<file path="src/hw/ccr_defines.svh">
// Constants of the codec channel configuration register bank
//
// Overview of operation
// - Slot write takes tx slot, rx slot, edge
// - Edge bit zero falling, one rising transmit
// - Edge bit is one copy for both channels
// - Reserved bits written zero, read zero
// - Slot and gain reads mirror write layout
// - Gain bit seven removes PCM delay
// - Low five gain bits give scaling code
// - Code 10000 loopback, code 00000 cuts off
// - Output latch drives only pins set output
// - Pin read returns live levels of pins
// - Direction bits: zero input, one output
// - Status read: flag, active, reserved, directions
// - Power loss flag sticks until software reset
// - Active flag zero standby, one active
// - Function bit seven selects adaptive balance
// - Function bit six selects mu-law companding
// - Function bits five to two enable filters
// - Function bits one, zero enable impedance, balance
// - Adaptive balance needs balance filter enabled
`ifndef CCR_DEFINES_SVH
`define CCR_DEFINES_SVH

// ----------------------------------------------------------------------
// Command codes
// ----------------------------------------------------------------------
`define CCR_CMD_DEACTIVATE 8'h00
`define CCR_CMD_SW_RESET   8'h02
`define CCR_CMD_ACTIVATE   8'h0e
`define CCR_CMD_WR_SLOT    8'h44
`define CCR_CMD_RD_SLOT    8'h45
`define CCR_CMD_WR_GAIN    8'h50
`define CCR_CMD_RD_GAIN    8'h51
`define CCR_CMD_WR_IO_OUT  8'h52
`define CCR_CMD_RD_IO_PIN  8'h53
`define CCR_CMD_WR_IO_DIR  8'h54
`define CCR_CMD_RD_STATUS  8'h55
`define CCR_CMD_WR_OPFN    8'h60
`define CCR_CMD_RD_OPFN    8'h61

// ----------------------------------------------------------------------
// Field positions
// ----------------------------------------------------------------------
`define CCR_SLOT_TX_MSB    2
`define CCR_SLOT_RX_LSB    3
`define CCR_SLOT_FIELD_MSB 5
`define CCR_SLOT_EDGE_BIT  6
`define CCR_GAIN_DLY_BIT   7
`define CCR_GAIN_TXG_BIT   6
`define CCR_GAIN_RXL_BIT   5
`define CCR_GAIN_CODE_MSB  4
`define CCR_OPFN_ADPT_BIT  7
`define CCR_OPFN_MULAW_BIT 6
`define CCR_OPFN_RXGF_BIT  5
`define CCR_OPFN_TXGF_BIT  4
`define CCR_OPFN_TXEQ_BIT  3
`define CCR_OPFN_RXEQ_BIT  2
`define CCR_OPFN_IMPF_BIT  1
`define CCR_OPFN_BALF_BIT  0
`define CCR_IO_MSB         4

// ----------------------------------------------------------------------
// Reset values and codes
// ----------------------------------------------------------------------
`define CCR_SLOT_RST       6'h00
`define CCR_EDGE_RST       1'h0
`define CCR_GAIN_RST       8'h00
`define CCR_GAIN_SWRST_LOW 7'h00
`define CCR_OPFN_RST       8'h00
`define CCR_IO_RST         5'h00
`define CCR_CODE_LOOPBACK  5'h10
`define CCR_CODE_CUTOFF    5'h00
`define CCR_CODE_OFFSET    5'h10
`define CCR_RESV_READ      1'h0
`define CCR_RSVD3_READ     3'h0

`endif

</file>
<file path="src/hw/ccr_pkg.sv">
// Types shared by the codec channel configuration register bank
package ccr_pkg;
  typedef enum logic [0:0] {
    CCR_ST_IDLE  = 1'b0,
    CCR_ST_WDATA = 1'b1
  } ccr_state_type;

  typedef enum logic [2:0] {
    CCR_REG_NONE  = 3'b000,
    CCR_REG_SLOT  = 3'b001,
    CCR_REG_GAIN  = 3'b010,
    CCR_REG_IOOUT = 3'b011,
    CCR_REG_IODIR = 3'b100,
    CCR_REG_OPFN  = 3'b101
  } ccr_reg_type;
endpackage : ccr_pkg

</file>
<file path="src/hw/ccr_line_io.sv">
// Line interface I/O pins of one channel: output latch gating and pin sampling
`timescale 1ns/1ps
`include "ccr_defines.svh"
module ccr_line_io
  import ccr_pkg::*;
(
  input  wire logic       sys_clk_i,
  input  wire logic       rst_i,
  input  wire logic [4:0] latch_i,
  input  wire logic [4:0] dir_i,
  input  wire logic [4:0] pin_i,
  output logic      [4:0] pin_o,
  output logic      [4:0] pin_oe_n_o,
  output logic      [4:0] level_o
);
  genvar b;
  generate
    for (b = 0; b <= `CCR_IO_MSB; b = b + 1) begin : g_pin
      // Drive only pins set as outputs; latch value stays stored
      always_ff @(posedge sys_clk_i) begin
        if (rst_i) begin
          pin_o[b]      <= 1'b0;
          pin_oe_n_o[b] <= 1'b1;
        end else begin
          pin_o[b]      <= latch_i[b];
          pin_oe_n_o[b] <= ~dir_i[b];
        end
      end

      // Live level regardless of direction
      always_ff @(posedge sys_clk_i) begin
        if (rst_i) begin
          level_o[b] <= 1'b0;
        end else begin
          level_o[b] <= pin_i[b];
        end
      end

    end
  endgenerate
endmodule : ccr_line_io

</file>
<file path="src/hw/ccr_chan_regs.sv">
// Register set of one codec channel
`timescale 1ns/1ps
`include "ccr_defines.svh"
module ccr_chan_regs
  import ccr_pkg::*;
(
  input  wire logic        sys_clk_i,
  input  wire logic        rst_i,
  input  wire logic        sw_reset_i,
  input  wire logic        act_set_i,
  input  wire logic        act_clr_i,
  input  wire logic        wr_en_i,
  input  ccr_reg_type      wr_reg_i,
  input  wire logic [7:0]  wr_data_i,
  output logic      [5:0]  slot_o,
  output logic      [7:0]  gain_o,
  output logic      [7:0]  opfn_o,
  output logic      [4:0]  io_out_o,
  output logic      [4:0]  io_dir_o,
  output logic             active_o
);
  // Clock slots survive software reset
  always_ff @(posedge sys_clk_i) begin
    if (rst_i) begin
      slot_o <= `CCR_SLOT_RST;
    end else if (wr_en_i && wr_reg_i == CCR_REG_SLOT) begin
      slot_o <= wr_data_i[`CCR_SLOT_FIELD_MSB:0];
    end
  end

  // Gain byte; software reset clears gains and code but keeps delay bit
  always_ff @(posedge sys_clk_i) begin
    if (rst_i) begin
      gain_o <= `CCR_GAIN_RST;
    end else if (wr_en_i && wr_reg_i == CCR_REG_GAIN) begin
      gain_o <= wr_data_i;
    end else if (sw_reset_i) begin
      gain_o <= {gain_o[`CCR_GAIN_DLY_BIT], `CCR_GAIN_SWRST_LOW};
    end
  end

  // Operating functions; software reset disables all
  always_ff @(posedge sys_clk_i) begin
    if (rst_i) begin
      opfn_o <= `CCR_OPFN_RST;
    end else if (wr_en_i && wr_reg_i == CCR_REG_OPFN) begin
      opfn_o <= wr_data_i;
    end else if (sw_reset_i) begin
      opfn_o <= `CCR_OPFN_RST;
    end
  end

  // Output latch, kept over software reset
  always_ff @(posedge sys_clk_i) begin
    if (rst_i) begin
      io_out_o <= `CCR_IO_RST;
    end else if (wr_en_i && wr_reg_i == CCR_REG_IOOUT) begin
      io_out_o <= wr_data_i[`CCR_IO_MSB:0];
    end
  end

  // Direction; software reset makes all pins inputs
  always_ff @(posedge sys_clk_i) begin
    if (rst_i) begin
      io_dir_o <= `CCR_IO_RST;
    end else if (wr_en_i && wr_reg_i == CCR_REG_IODIR) begin
      io_dir_o <= wr_data_i[`CCR_IO_MSB:0];
    end else if (sw_reset_i) begin
      io_dir_o <= `CCR_IO_RST;
    end
  end

  // Standby after reset and software reset
  always_ff @(posedge sys_clk_i) begin
    if (rst_i) begin
      active_o <= 1'b0;
    end else if (act_clr_i || sw_reset_i) begin
      active_o <= 1'b0;
    end else if (act_set_i) begin
      active_o <= 1'b1;
    end
  end
endmodule : ccr_chan_regs

</file>
<file path="src/hw/ccr_top.sv">
// Command decoder and shared state of the dual channel configuration bank
`timescale 1ns/1ps
`include "ccr_defines.svh"
module ccr_top
  import ccr_pkg::*;
(
  input  wire logic            sys_clk_i,
  input  wire logic            rst_i,
  input  wire logic            byte_valid_i,
  input  wire logic [7:0]      byte_i,
  input  wire logic            chan_sel_i,
  input  wire logic            power_loss_i,
  input  wire logic [1:0][4:0] line_io_in_i,
  output logic                 rd_valid_o,
  output logic      [7:0]      rd_data_o,
  output logic      [1:0][2:0] tx_clock_slot_o,
  output logic      [1:0][2:0] rx_clock_slot_o,
  output logic                 tx_edge_select_o,
  output logic      [1:0]      pcm_delay_remove_o,
  output logic      [1:0]      tx_analog_gain_sel_o,
  output logic      [1:0]      rx_analog_loss_sel_o,
  output logic      [1:0][4:0] impedance_scaling_code_o,
  output logic      [1:0][4:0] scaling_gain_o,
  output logic      [1:0]      scaling_loopback_o,
  output logic      [1:0]      scaling_cutoff_o,
  output logic      [1:0]      adaptive_balance_sel_o,
  output logic      [1:0]      mulaw_sel_o,
  output logic      [1:0]      rx_gain_filter_en_o,
  output logic      [1:0]      tx_gain_filter_en_o,
  output logic      [1:0]      tx_equalizer_en_o,
  output logic      [1:0]      rx_equalizer_en_o,
  output logic      [1:0]      impedance_filter_en_o,
  output logic      [1:0]      balance_filter_en_o,
  output logic      [1:0]      channel_active_flag_o,
  output logic                 power_loss_flag_o,
  output logic      [1:0][4:0] line_io_out_o,
  output logic      [1:0][4:0] line_io_oe_n_o
);
  // ----------------------------------------------------------------------
  // Declarations
  // ----------------------------------------------------------------------
  ccr_state_type   state_ff;
  ccr_state_type   nxt_state;
  ccr_reg_type     wreg_ff;
  ccr_reg_type     nxt_wreg;
  logic            wchan_ff;
  logic            cmd_take;
  logic            data_take;
  logic            is_read;
  logic      [7:0] nxt_rd_data;
  logic            sw_reset_any;
  logic      [1:0] sw_reset_ch;
  logic      [1:0] act_set_ch;
  logic      [1:0] act_clr_ch;
  logic      [1:0] wr_en_ch;
  logic [1:0][5:0] slot_w;
  logic [1:0][7:0] gain_w;
  logic [1:0][7:0] opfn_w;
  logic [1:0][4:0] io_out_w;
  logic [1:0][4:0] io_dir_w;
  logic      [1:0] active_w;
  logic [1:0][4:0] level_w;
  logic            edge_ff;

  // ----------------------------------------------------------------------
  // Command framing
  // ----------------------------------------------------------------------
  // Byte acceptance strobes
  assign cmd_take  = byte_valid_i && (state_ff == CCR_ST_IDLE);
  assign data_take = byte_valid_i && (state_ff == CCR_ST_WDATA);

  // Write command selects register awaiting its data byte
  always_comb begin
    nxt_wreg = CCR_REG_NONE;
    case (byte_i)
      `CCR_CMD_WR_SLOT:   nxt_wreg = CCR_REG_SLOT;
      `CCR_CMD_WR_GAIN:   nxt_wreg = CCR_REG_GAIN;
      `CCR_CMD_WR_IO_OUT: nxt_wreg = CCR_REG_IOOUT;
      `CCR_CMD_WR_IO_DIR: nxt_wreg = CCR_REG_IODIR;
      `CCR_CMD_WR_OPFN:   nxt_wreg = CCR_REG_OPFN;
      default:            nxt_wreg = CCR_REG_NONE;
    endcase
  end

  // Idle takes commands, data state takes exactly one byte
  always_comb begin
    nxt_state = state_ff;
    case (state_ff)
      CCR_ST_IDLE: begin
        if (cmd_take && nxt_wreg != CCR_REG_NONE) begin
          nxt_state = CCR_ST_WDATA;
        end
      end
      CCR_ST_WDATA: begin
        if (data_take) begin
          nxt_state = CCR_ST_IDLE;
        end
      end
      default: nxt_state = CCR_ST_IDLE;
    endcase
  end

  // Framing state
  always_ff @(posedge sys_clk_i) begin
    if (rst_i) begin
      state_ff <= CCR_ST_IDLE;
    end else begin
      state_ff <= nxt_state;
    end
  end

  // Target register and channel held until the data byte
  always_ff @(posedge sys_clk_i) begin
    if (rst_i) begin
      wreg_ff  <= CCR_REG_NONE;
      wchan_ff <= 1'b0;
    end else if (cmd_take) begin
      wreg_ff  <= nxt_wreg;
      wchan_ff <= chan_sel_i;
    end
  end

  // ----------------------------------------------------------------------
  // Single byte commands and write strobes
  // ----------------------------------------------------------------------
  assign sw_reset_any = cmd_take && (byte_i == `CCR_CMD_SW_RESET);
  assign sw_reset_ch  = sw_reset_any ? (chan_sel_i ? 2'b10 : 2'b01) : 2'b00;
  assign act_set_ch   = (cmd_take && byte_i == `CCR_CMD_ACTIVATE) ?
                        (chan_sel_i ? 2'b10 : 2'b01) : 2'b00;
  assign act_clr_ch   = (cmd_take && byte_i == `CCR_CMD_DEACTIVATE) ?
                        (chan_sel_i ? 2'b10 : 2'b01) : 2'b00;
  assign wr_en_ch     = data_take ? (wchan_ff ? 2'b10 : 2'b01) : 2'b00;

  // Shared transmit edge, written through either channel
  always_ff @(posedge sys_clk_i) begin
    if (rst_i) begin
      edge_ff <= `CCR_EDGE_RST;
    end else if (data_take && wreg_ff == CCR_REG_SLOT) begin
      edge_ff <= byte_i[`CCR_SLOT_EDGE_BIT];
    end
  end

  // Power loss flag: new loss wins over a clearing reset
  always_ff @(posedge sys_clk_i) begin
    if (rst_i) begin
      power_loss_flag_o <= 1'b0;
    end else if (power_loss_i) begin
      power_loss_flag_o <= 1'b1;
    end else if (sw_reset_any) begin
      power_loss_flag_o <= 1'b0;
    end
  end

  // ----------------------------------------------------------------------
  // Channels
  // ----------------------------------------------------------------------
  genvar c;
  generate
    for (c = 0; c < 2; c = c + 1) begin : g_chan
      ccr_chan_regs u_regs (
        .sys_clk_i  (sys_clk_i),
        .rst_i      (rst_i),
        .sw_reset_i (sw_reset_ch[c]),
        .act_set_i  (act_set_ch[c]),
        .act_clr_i  (act_clr_ch[c]),
        .wr_en_i    (wr_en_ch[c]),
        .wr_reg_i   (wreg_ff),
        .wr_data_i  (byte_i),
        .slot_o     (slot_w[c]),
        .gain_o     (gain_w[c]),
        .opfn_o     (opfn_w[c]),
        .io_out_o   (io_out_w[c]),
        .io_dir_o   (io_dir_w[c]),
        .active_o   (active_w[c])
      );

      ccr_line_io u_io (
        .sys_clk_i  (sys_clk_i),
        .rst_i      (rst_i),
        .latch_i    (io_out_w[c]),
        .dir_i      (io_dir_w[c]),
        .pin_i      (line_io_in_i[c]),
        .pin_o      (line_io_out_o[c]),
        .pin_oe_n_o (line_io_oe_n_o[c]),
        .level_o    (level_w[c])
      );

      // Field fan-out straight from the channel flip-flops
      assign tx_clock_slot_o[c]          = slot_w[c][`CCR_SLOT_TX_MSB:0];
      assign rx_clock_slot_o[c]          = slot_w[c][`CCR_SLOT_FIELD_MSB:`CCR_SLOT_RX_LSB];
      assign pcm_delay_remove_o[c]       = gain_w[c][`CCR_GAIN_DLY_BIT];
      assign tx_analog_gain_sel_o[c]     = gain_w[c][`CCR_GAIN_TXG_BIT];
      assign rx_analog_loss_sel_o[c]     = gain_w[c][`CCR_GAIN_RXL_BIT];
      assign impedance_scaling_code_o[c] = gain_w[c][`CCR_GAIN_CODE_MSB:0];
      assign mulaw_sel_o[c]              = opfn_w[c][`CCR_OPFN_MULAW_BIT];
      assign rx_gain_filter_en_o[c]      = opfn_w[c][`CCR_OPFN_RXGF_BIT];
      assign tx_gain_filter_en_o[c]      = opfn_w[c][`CCR_OPFN_TXGF_BIT];
      assign tx_equalizer_en_o[c]        = opfn_w[c][`CCR_OPFN_TXEQ_BIT];
      assign rx_equalizer_en_o[c]        = opfn_w[c][`CCR_OPFN_RXEQ_BIT];
      assign impedance_filter_en_o[c]    = opfn_w[c][`CCR_OPFN_IMPF_BIT];
      assign balance_filter_en_o[c]      = opfn_w[c][`CCR_OPFN_BALF_BIT];
      assign channel_active_flag_o[c]    = active_w[c];

      // Decoded scaling network and adaptive balance controls
      always_ff @(posedge sys_clk_i) begin
        if (rst_i) begin
          scaling_gain_o[c]         <= `CCR_CODE_CUTOFF;
          scaling_loopback_o[c]     <= 1'b0;
          scaling_cutoff_o[c]       <= 1'b0;
          adaptive_balance_sel_o[c] <= 1'b0;
        end else begin
          // Two's complement of code minus 16, in steps of 0.0625
          scaling_gain_o[c]     <= gain_w[c][`CCR_GAIN_CODE_MSB:0] - `CCR_CODE_OFFSET;
          scaling_loopback_o[c] <=
            (gain_w[c][`CCR_GAIN_CODE_MSB:0] == `CCR_CODE_LOOPBACK);
          scaling_cutoff_o[c]   <=
            (gain_w[c][`CCR_GAIN_CODE_MSB:0] == `CCR_CODE_CUTOFF);
          adaptive_balance_sel_o[c] <= opfn_w[c][`CCR_OPFN_ADPT_BIT] &&
                                       opfn_w[c][`CCR_OPFN_BALF_BIT];
        end
      end
    end
  endgenerate

  // Edge select: 0 falling, 1 rising transmit edge
  assign tx_edge_select_o = edge_ff;

  // ----------------------------------------------------------------------
  // Read answers
  // ----------------------------------------------------------------------
  // Read layouts mirror writes; reserved bits read zero
  always_comb begin
    is_read     = 1'b1;
    nxt_rd_data = 8'h00;
    case (byte_i)
      `CCR_CMD_RD_SLOT:   nxt_rd_data = {`CCR_RESV_READ, edge_ff,
                                         slot_w[chan_sel_i]};
      `CCR_CMD_RD_GAIN:   nxt_rd_data = gain_w[chan_sel_i];
      `CCR_CMD_RD_IO_PIN: nxt_rd_data = {`CCR_RSVD3_READ, level_w[chan_sel_i]};
      `CCR_CMD_RD_STATUS: nxt_rd_data = {power_loss_flag_o, active_w[chan_sel_i],
                                         `CCR_RESV_READ, io_dir_w[chan_sel_i]};
      `CCR_CMD_RD_OPFN:   nxt_rd_data = opfn_w[chan_sel_i];
      default:            is_read     = 1'b0;
    endcase
  end

  // Answer byte one cycle after the read command
  always_ff @(posedge sys_clk_i) begin
    if (rst_i) begin
      rd_valid_o <= 1'b0;
      rd_data_o  <= 8'h00;
    end else begin
      rd_valid_o <= cmd_take && is_read;
      if (cmd_take && is_read) begin
        rd_data_o <= nxt_rd_data;
      end
    end
  end
endmodule : ccr_top

</file>
<file path="config.mk">
export PLATFORM = sky130hd
export DESIGN_NAME = ccr_top
export DESIGN_NICKNAME = d
export VERILOG_FILES = /design/src/hw/ccr_pkg.sv /design/src/hw/ccr_line_io.sv /design/src/hw/ccr_chan_regs.sv /design/src/hw/ccr_top.sv
export VERILOG_INCLUDE_DIRS = /design/src /design/src/hw
export SDC_FILE = /design/constraint.sdc
export NUM_CORES = 1
export LEC_CHECK = 0
export BUFFER_PORTS_ARGS = -buffer_cell sky130_fd_sc_hd__buf_2
export CAP_MARGIN = 5
export CELL_PAD_IN_SITES_DETAIL_PLACEMENT = 1
export CELL_PAD_IN_SITES_GLOBAL_PLACEMENT = 1
export CORE_ASPECT_RATIO = 1.4
export CORE_MARGIN = 10
export CORE_UTILIZATION = 42
export DETAILED_ROUTE_END_ITERATION = 16
export HOLD_SLACK_MARGIN = 0.03
export PLACE_DENSITY_LB_ADDON = 0.1
export SETUP_SLACK_MARGIN = 0.2
export SYNTH_ARGS = -nofsm -noshare
export SYNTH_HDL_FRONTEND = slang
export SYNTH_SLANG_ARGS = --single-unit
</file>
<file path="constraint.sdc">
create_clock -name sys_clk_i -period 2.1 [get_ports sys_clk_i]
set_input_delay 0.21 -clock sys_clk_i [delete_from_list [all_inputs] [get_ports sys_clk_i]]
set_output_delay 0.21 -clock sys_clk_i [all_outputs]
set_load 0.03 [all_outputs]
</file>
==> results.py <==
metrics = {
    "clocking": {
        "cts_tree": "done",
        "clock-root-buffer": "clkbuf_16",
        "postCtsSetupBuffers": 0,
        "clk_pin_slew_worst_paths_ns": 0.06,
        "max-clock-path-buffers": 2,
        "numCtsBuffers": 17,
        "cts_sinks": 128,
        "h-tree-depth": 4,
        "clock_latency_ns": 0.41,
    },
    "synthesis": {
        "synth_cell_types": 49,
        "yosys_register_bits": 128,
        "yosys.area.top_type": "dfxtp_1",
        "synth_area_um2": 5180,
        "synth-xor-area-share_pct": 0.169,
        "yosysWarningCount": 0,
        "synth_area_leaders": "dfxtp_1 (49%), mux2i_1 (9.7%), a22o_1 (6.9%)",
        "synth_edf_count": 0,
        "synth_top_family_by_area": "simple AND/OR/NAND/NOR gates",
        "synth_ff_type": "dfxtp_1",
        "synth.net_count": 507,
        "async_flop_share_pct": 0,
        "seq_area_frac_synth_pct": 49.4,
        "syn_area_per_cell_um2": 10.7,
        "synth_adder_area_share_pct": 0,
        "syn_inst": 484,
        "synth-simple-area-share_pct": 18.1,
        "synthMuxAreaShare_pct": 11.4,
        "yosys.area.top_type_share_pct": 49.4,
        "synth-compound-area-share_pct": 14.9,
    },
    "timing": {
        "hold_viol": 0,
        "setup_violations": 0,
        "period_needed_ns": 1.79,
        "finalSetupTns_ns": 0,
        "final_max_slew_viol_count": 0,
        "fmax_mhz": 560,
        "finalCritPeriodShare_pct": 85.1,
        "worst_pin_slew_ns": 0.732,
        "slew-limit-headroom_pct": 51.1,
        "grt_setup_unrepaired": "false",
        "finClkSkew_ns": 0.0105,
    },
    "cells_and_area": {
        "nFillCells": 1322,
        "stdcell_area_um2": 6470,
        "layout-drive-gt1-share_pct": 31.8,
        "syn_to_final_growth_pct": 24.9,
        "antennaDiodeCount": 0,
        "layout.nets": 622,
    },
    "power": {
        "powerDensity_nw_per_um2": 843,
        "p_leak_uw": 0.00273,
        "peakVddDrop_v": 0.000518,
    },
    "worst_setup_path": {
        "reg2reg_from": "wreg_ff[2]",
        "cp_slowest_cell": "dfxtp_1",
        "path_class": "flop to flop",
        "max_stage_delay_ns": 0.68,
        "critPathCaptureType": "flop",
        "cp.arrival_ns": 2.09,
        "crit_chain": "nand3_1, nor3_2, a211oi_4, a22o_1",
        "startpoint": "wreg_ff[2]",
        "startpoint_type": "flop",
        "cp.required_ns": 2.40,
        "critPathMaxFanout": 10,
        "rrSetupSlack_ns": 0.31,
    },
    "placement": {
        "gp_congestion": 0.869,
        "dp_hpwl_um": 12200,
        "placed_area_um2": 5820,
        "port_buffers": 113,
    },
    "drt": {
        "wl_met3_um": 1040,
        "wl_per_cell_um": 21.9,
        "finalWirelength_um": 16600,
        "via_count": 4215,
        "drtPass1Iterations": 5,
        "drt-met1-wl_um": 6590,
        "drtIter0Drc": 252,
        "vias_per_cell": 5.57,
        "met2_length_um": 8530,
        "ant_nets": 0,
        "drc": 0,
        "highest_layer": "met4",
    },
    "die": {
        "rows": 47,
        "start_util_pct": 43.4,
        "ios": 114,
        "die_y_um": 151,
        "fp.dieW_um": 114,
        "core_region_area_um2": 11900,
        "die-area_um2": 17200,
    },
    "hold_path": {
        "min_path_type": "input port to flop",
        "min_from": "line_io_in_i[9]",
    },
    "global_route": {
        "grt_pass1_wl_um": 25900,
        "grt_pass1_vias": 4475,
        "antenna_found_initial": 0,
        "grtUsageTotal_pct": 19.2,
        "grt_overflow": 0,
        "grt_max_degree": 45,
    },
    "flow_run": {
        "drv_cap": 0,
    },
    "outcome": {
        "status": "complete, no violations",
    },
}
through the flow:
stage                     total power, uW  util [%]  std cells  hold WS [ns]  worst slack [ns]
final                                5450      54.2        757        0.0452             0.314
after global routing                 5640      54.2        757        0.0550             0.232
after CTS                            5500      54.1        757        0.0531             0.223
after detailed placement             2780      48.8        717         0.393             0.244
after global placement               2780      48.8        717         0.396             0.261
after floorplan                      2690         -        484         0.327             0.510
cells in the final DEF (no fill, tap or decap), types with 6 or more instances in the layout:
cell	count
dfxtp_1	128
a211oi_1	7
mux2i_1	50
nand2b_1	6
clkbuf_16	17
a21oi_1	14
nor3_1	13
o22ai_1	8
a22o_1	41
nor3_2	6
buf_4	22
dlygate4sd3_1	10
nor2b_1	35
nand2_1	19
buf_2	113
nor2_1	41
sequential cells by signal (all words and copies together) (netlist names):
name and count:
rd_data_o 8, wchan_ff 1, adaptive_balance_sel_o 2, g_chan.u_io.pin_oe_n_o 10, scaling_loopback_o 2, g_chan.u_io.pin_o 10
g_chan.u_regs.opfn_o 16, power_loss_flag_o 1, scaling_cutoff_o 2, wreg_ff 3, g_chan.u_regs.io_out_o 10, rd_valid_o 1
state_ff 1, g_chan.u_regs.slot_o 12, g_chan.u_regs.active_o 2, tx_edge_select_o 1, g_chan.u_regs.io_dir_o 10, g_chan.u_regs.gain_o 16
g_chan.u_io.level_o 10, scaling_gain_o 10
layout make-up:
| class | count | area, um2 | area share, % |
|---|---|---|---|
| sequential | 128 | 2560 | 39.6 |
| inverter | 4 | 15.0 | 0.232 |
| clock inverter | 10 | 90.1 | 1.39 |
| clock buffer | 20 | 447 | 6.90 |
| timing repair buffer | 146 | 851 | 13.1 |
| multi-input combinational | 302 | 2320 | 35.9 |
| tap | 147 | 184 | 2.84 |
path summary, 6_finish.rpt:
kind                                   to  depth (start not counted)
max            g_chan[0].u_regs.opfn_o[5]                          4
min reg2reg  g_chan[1].u_io.pin_oe_n_o[0]                          1
min             g_chan[1].u_io.level_o[4]                          2
max reg2reg    g_chan[0].u_regs.opfn_o[5]                          4
worst max-delay path: cells and delay by family, from the launching register on:
| family | cells | cell delay (ns) |
|---|---|---|
| AOI/OAI and AO/OA | 2 | 0.41 |
| DFF | 1 | 0.68 |
| and+or+nand+nor | 2 | 0.58 |
cell usage after synthesis, drive strengths merged, types with 5 or more instances:
library cell	n
buf	37
mux2i	50
nand2b	6
a311oi	5
and3	5
a211oi	14
nand2	20
a22o	41
dfxtp	128
nor4	6
o22ai	9
nor2	41
nor2b	35
a21oi	14
nor3	19
clkbuf	13
where the power goes:
group | switching (uW) | internal, uW | total, uW
Sequential | 9.51 | 2450 | 2460
Clock | 1070 | 1640 | 2700
Combinational | 193 | 99.8 | 292
metal layers:
layer / global-route usage (%) / vias up
li1: - / 1962
met1: 21.6 / 2111
met2: 32.4 / 120
met3: 6.14 / 22
met4: 8.67 / 0
met5: 0 / -
kinds of logic after synthesis:
kind of cell,after synthesis
xor+xnor,1
simple gates,154
flops,128
compound gates,91
buf+inv,54
mux,56
repair_timing:
action | in CTS | in global routing
resized for setup | 0 | 2
endpoints found under the hold margin | 10 | 0
hold buffers | 10 | 0
setup endpoints to repair | 0 | 13
Power figures use the tool's default switching activity.
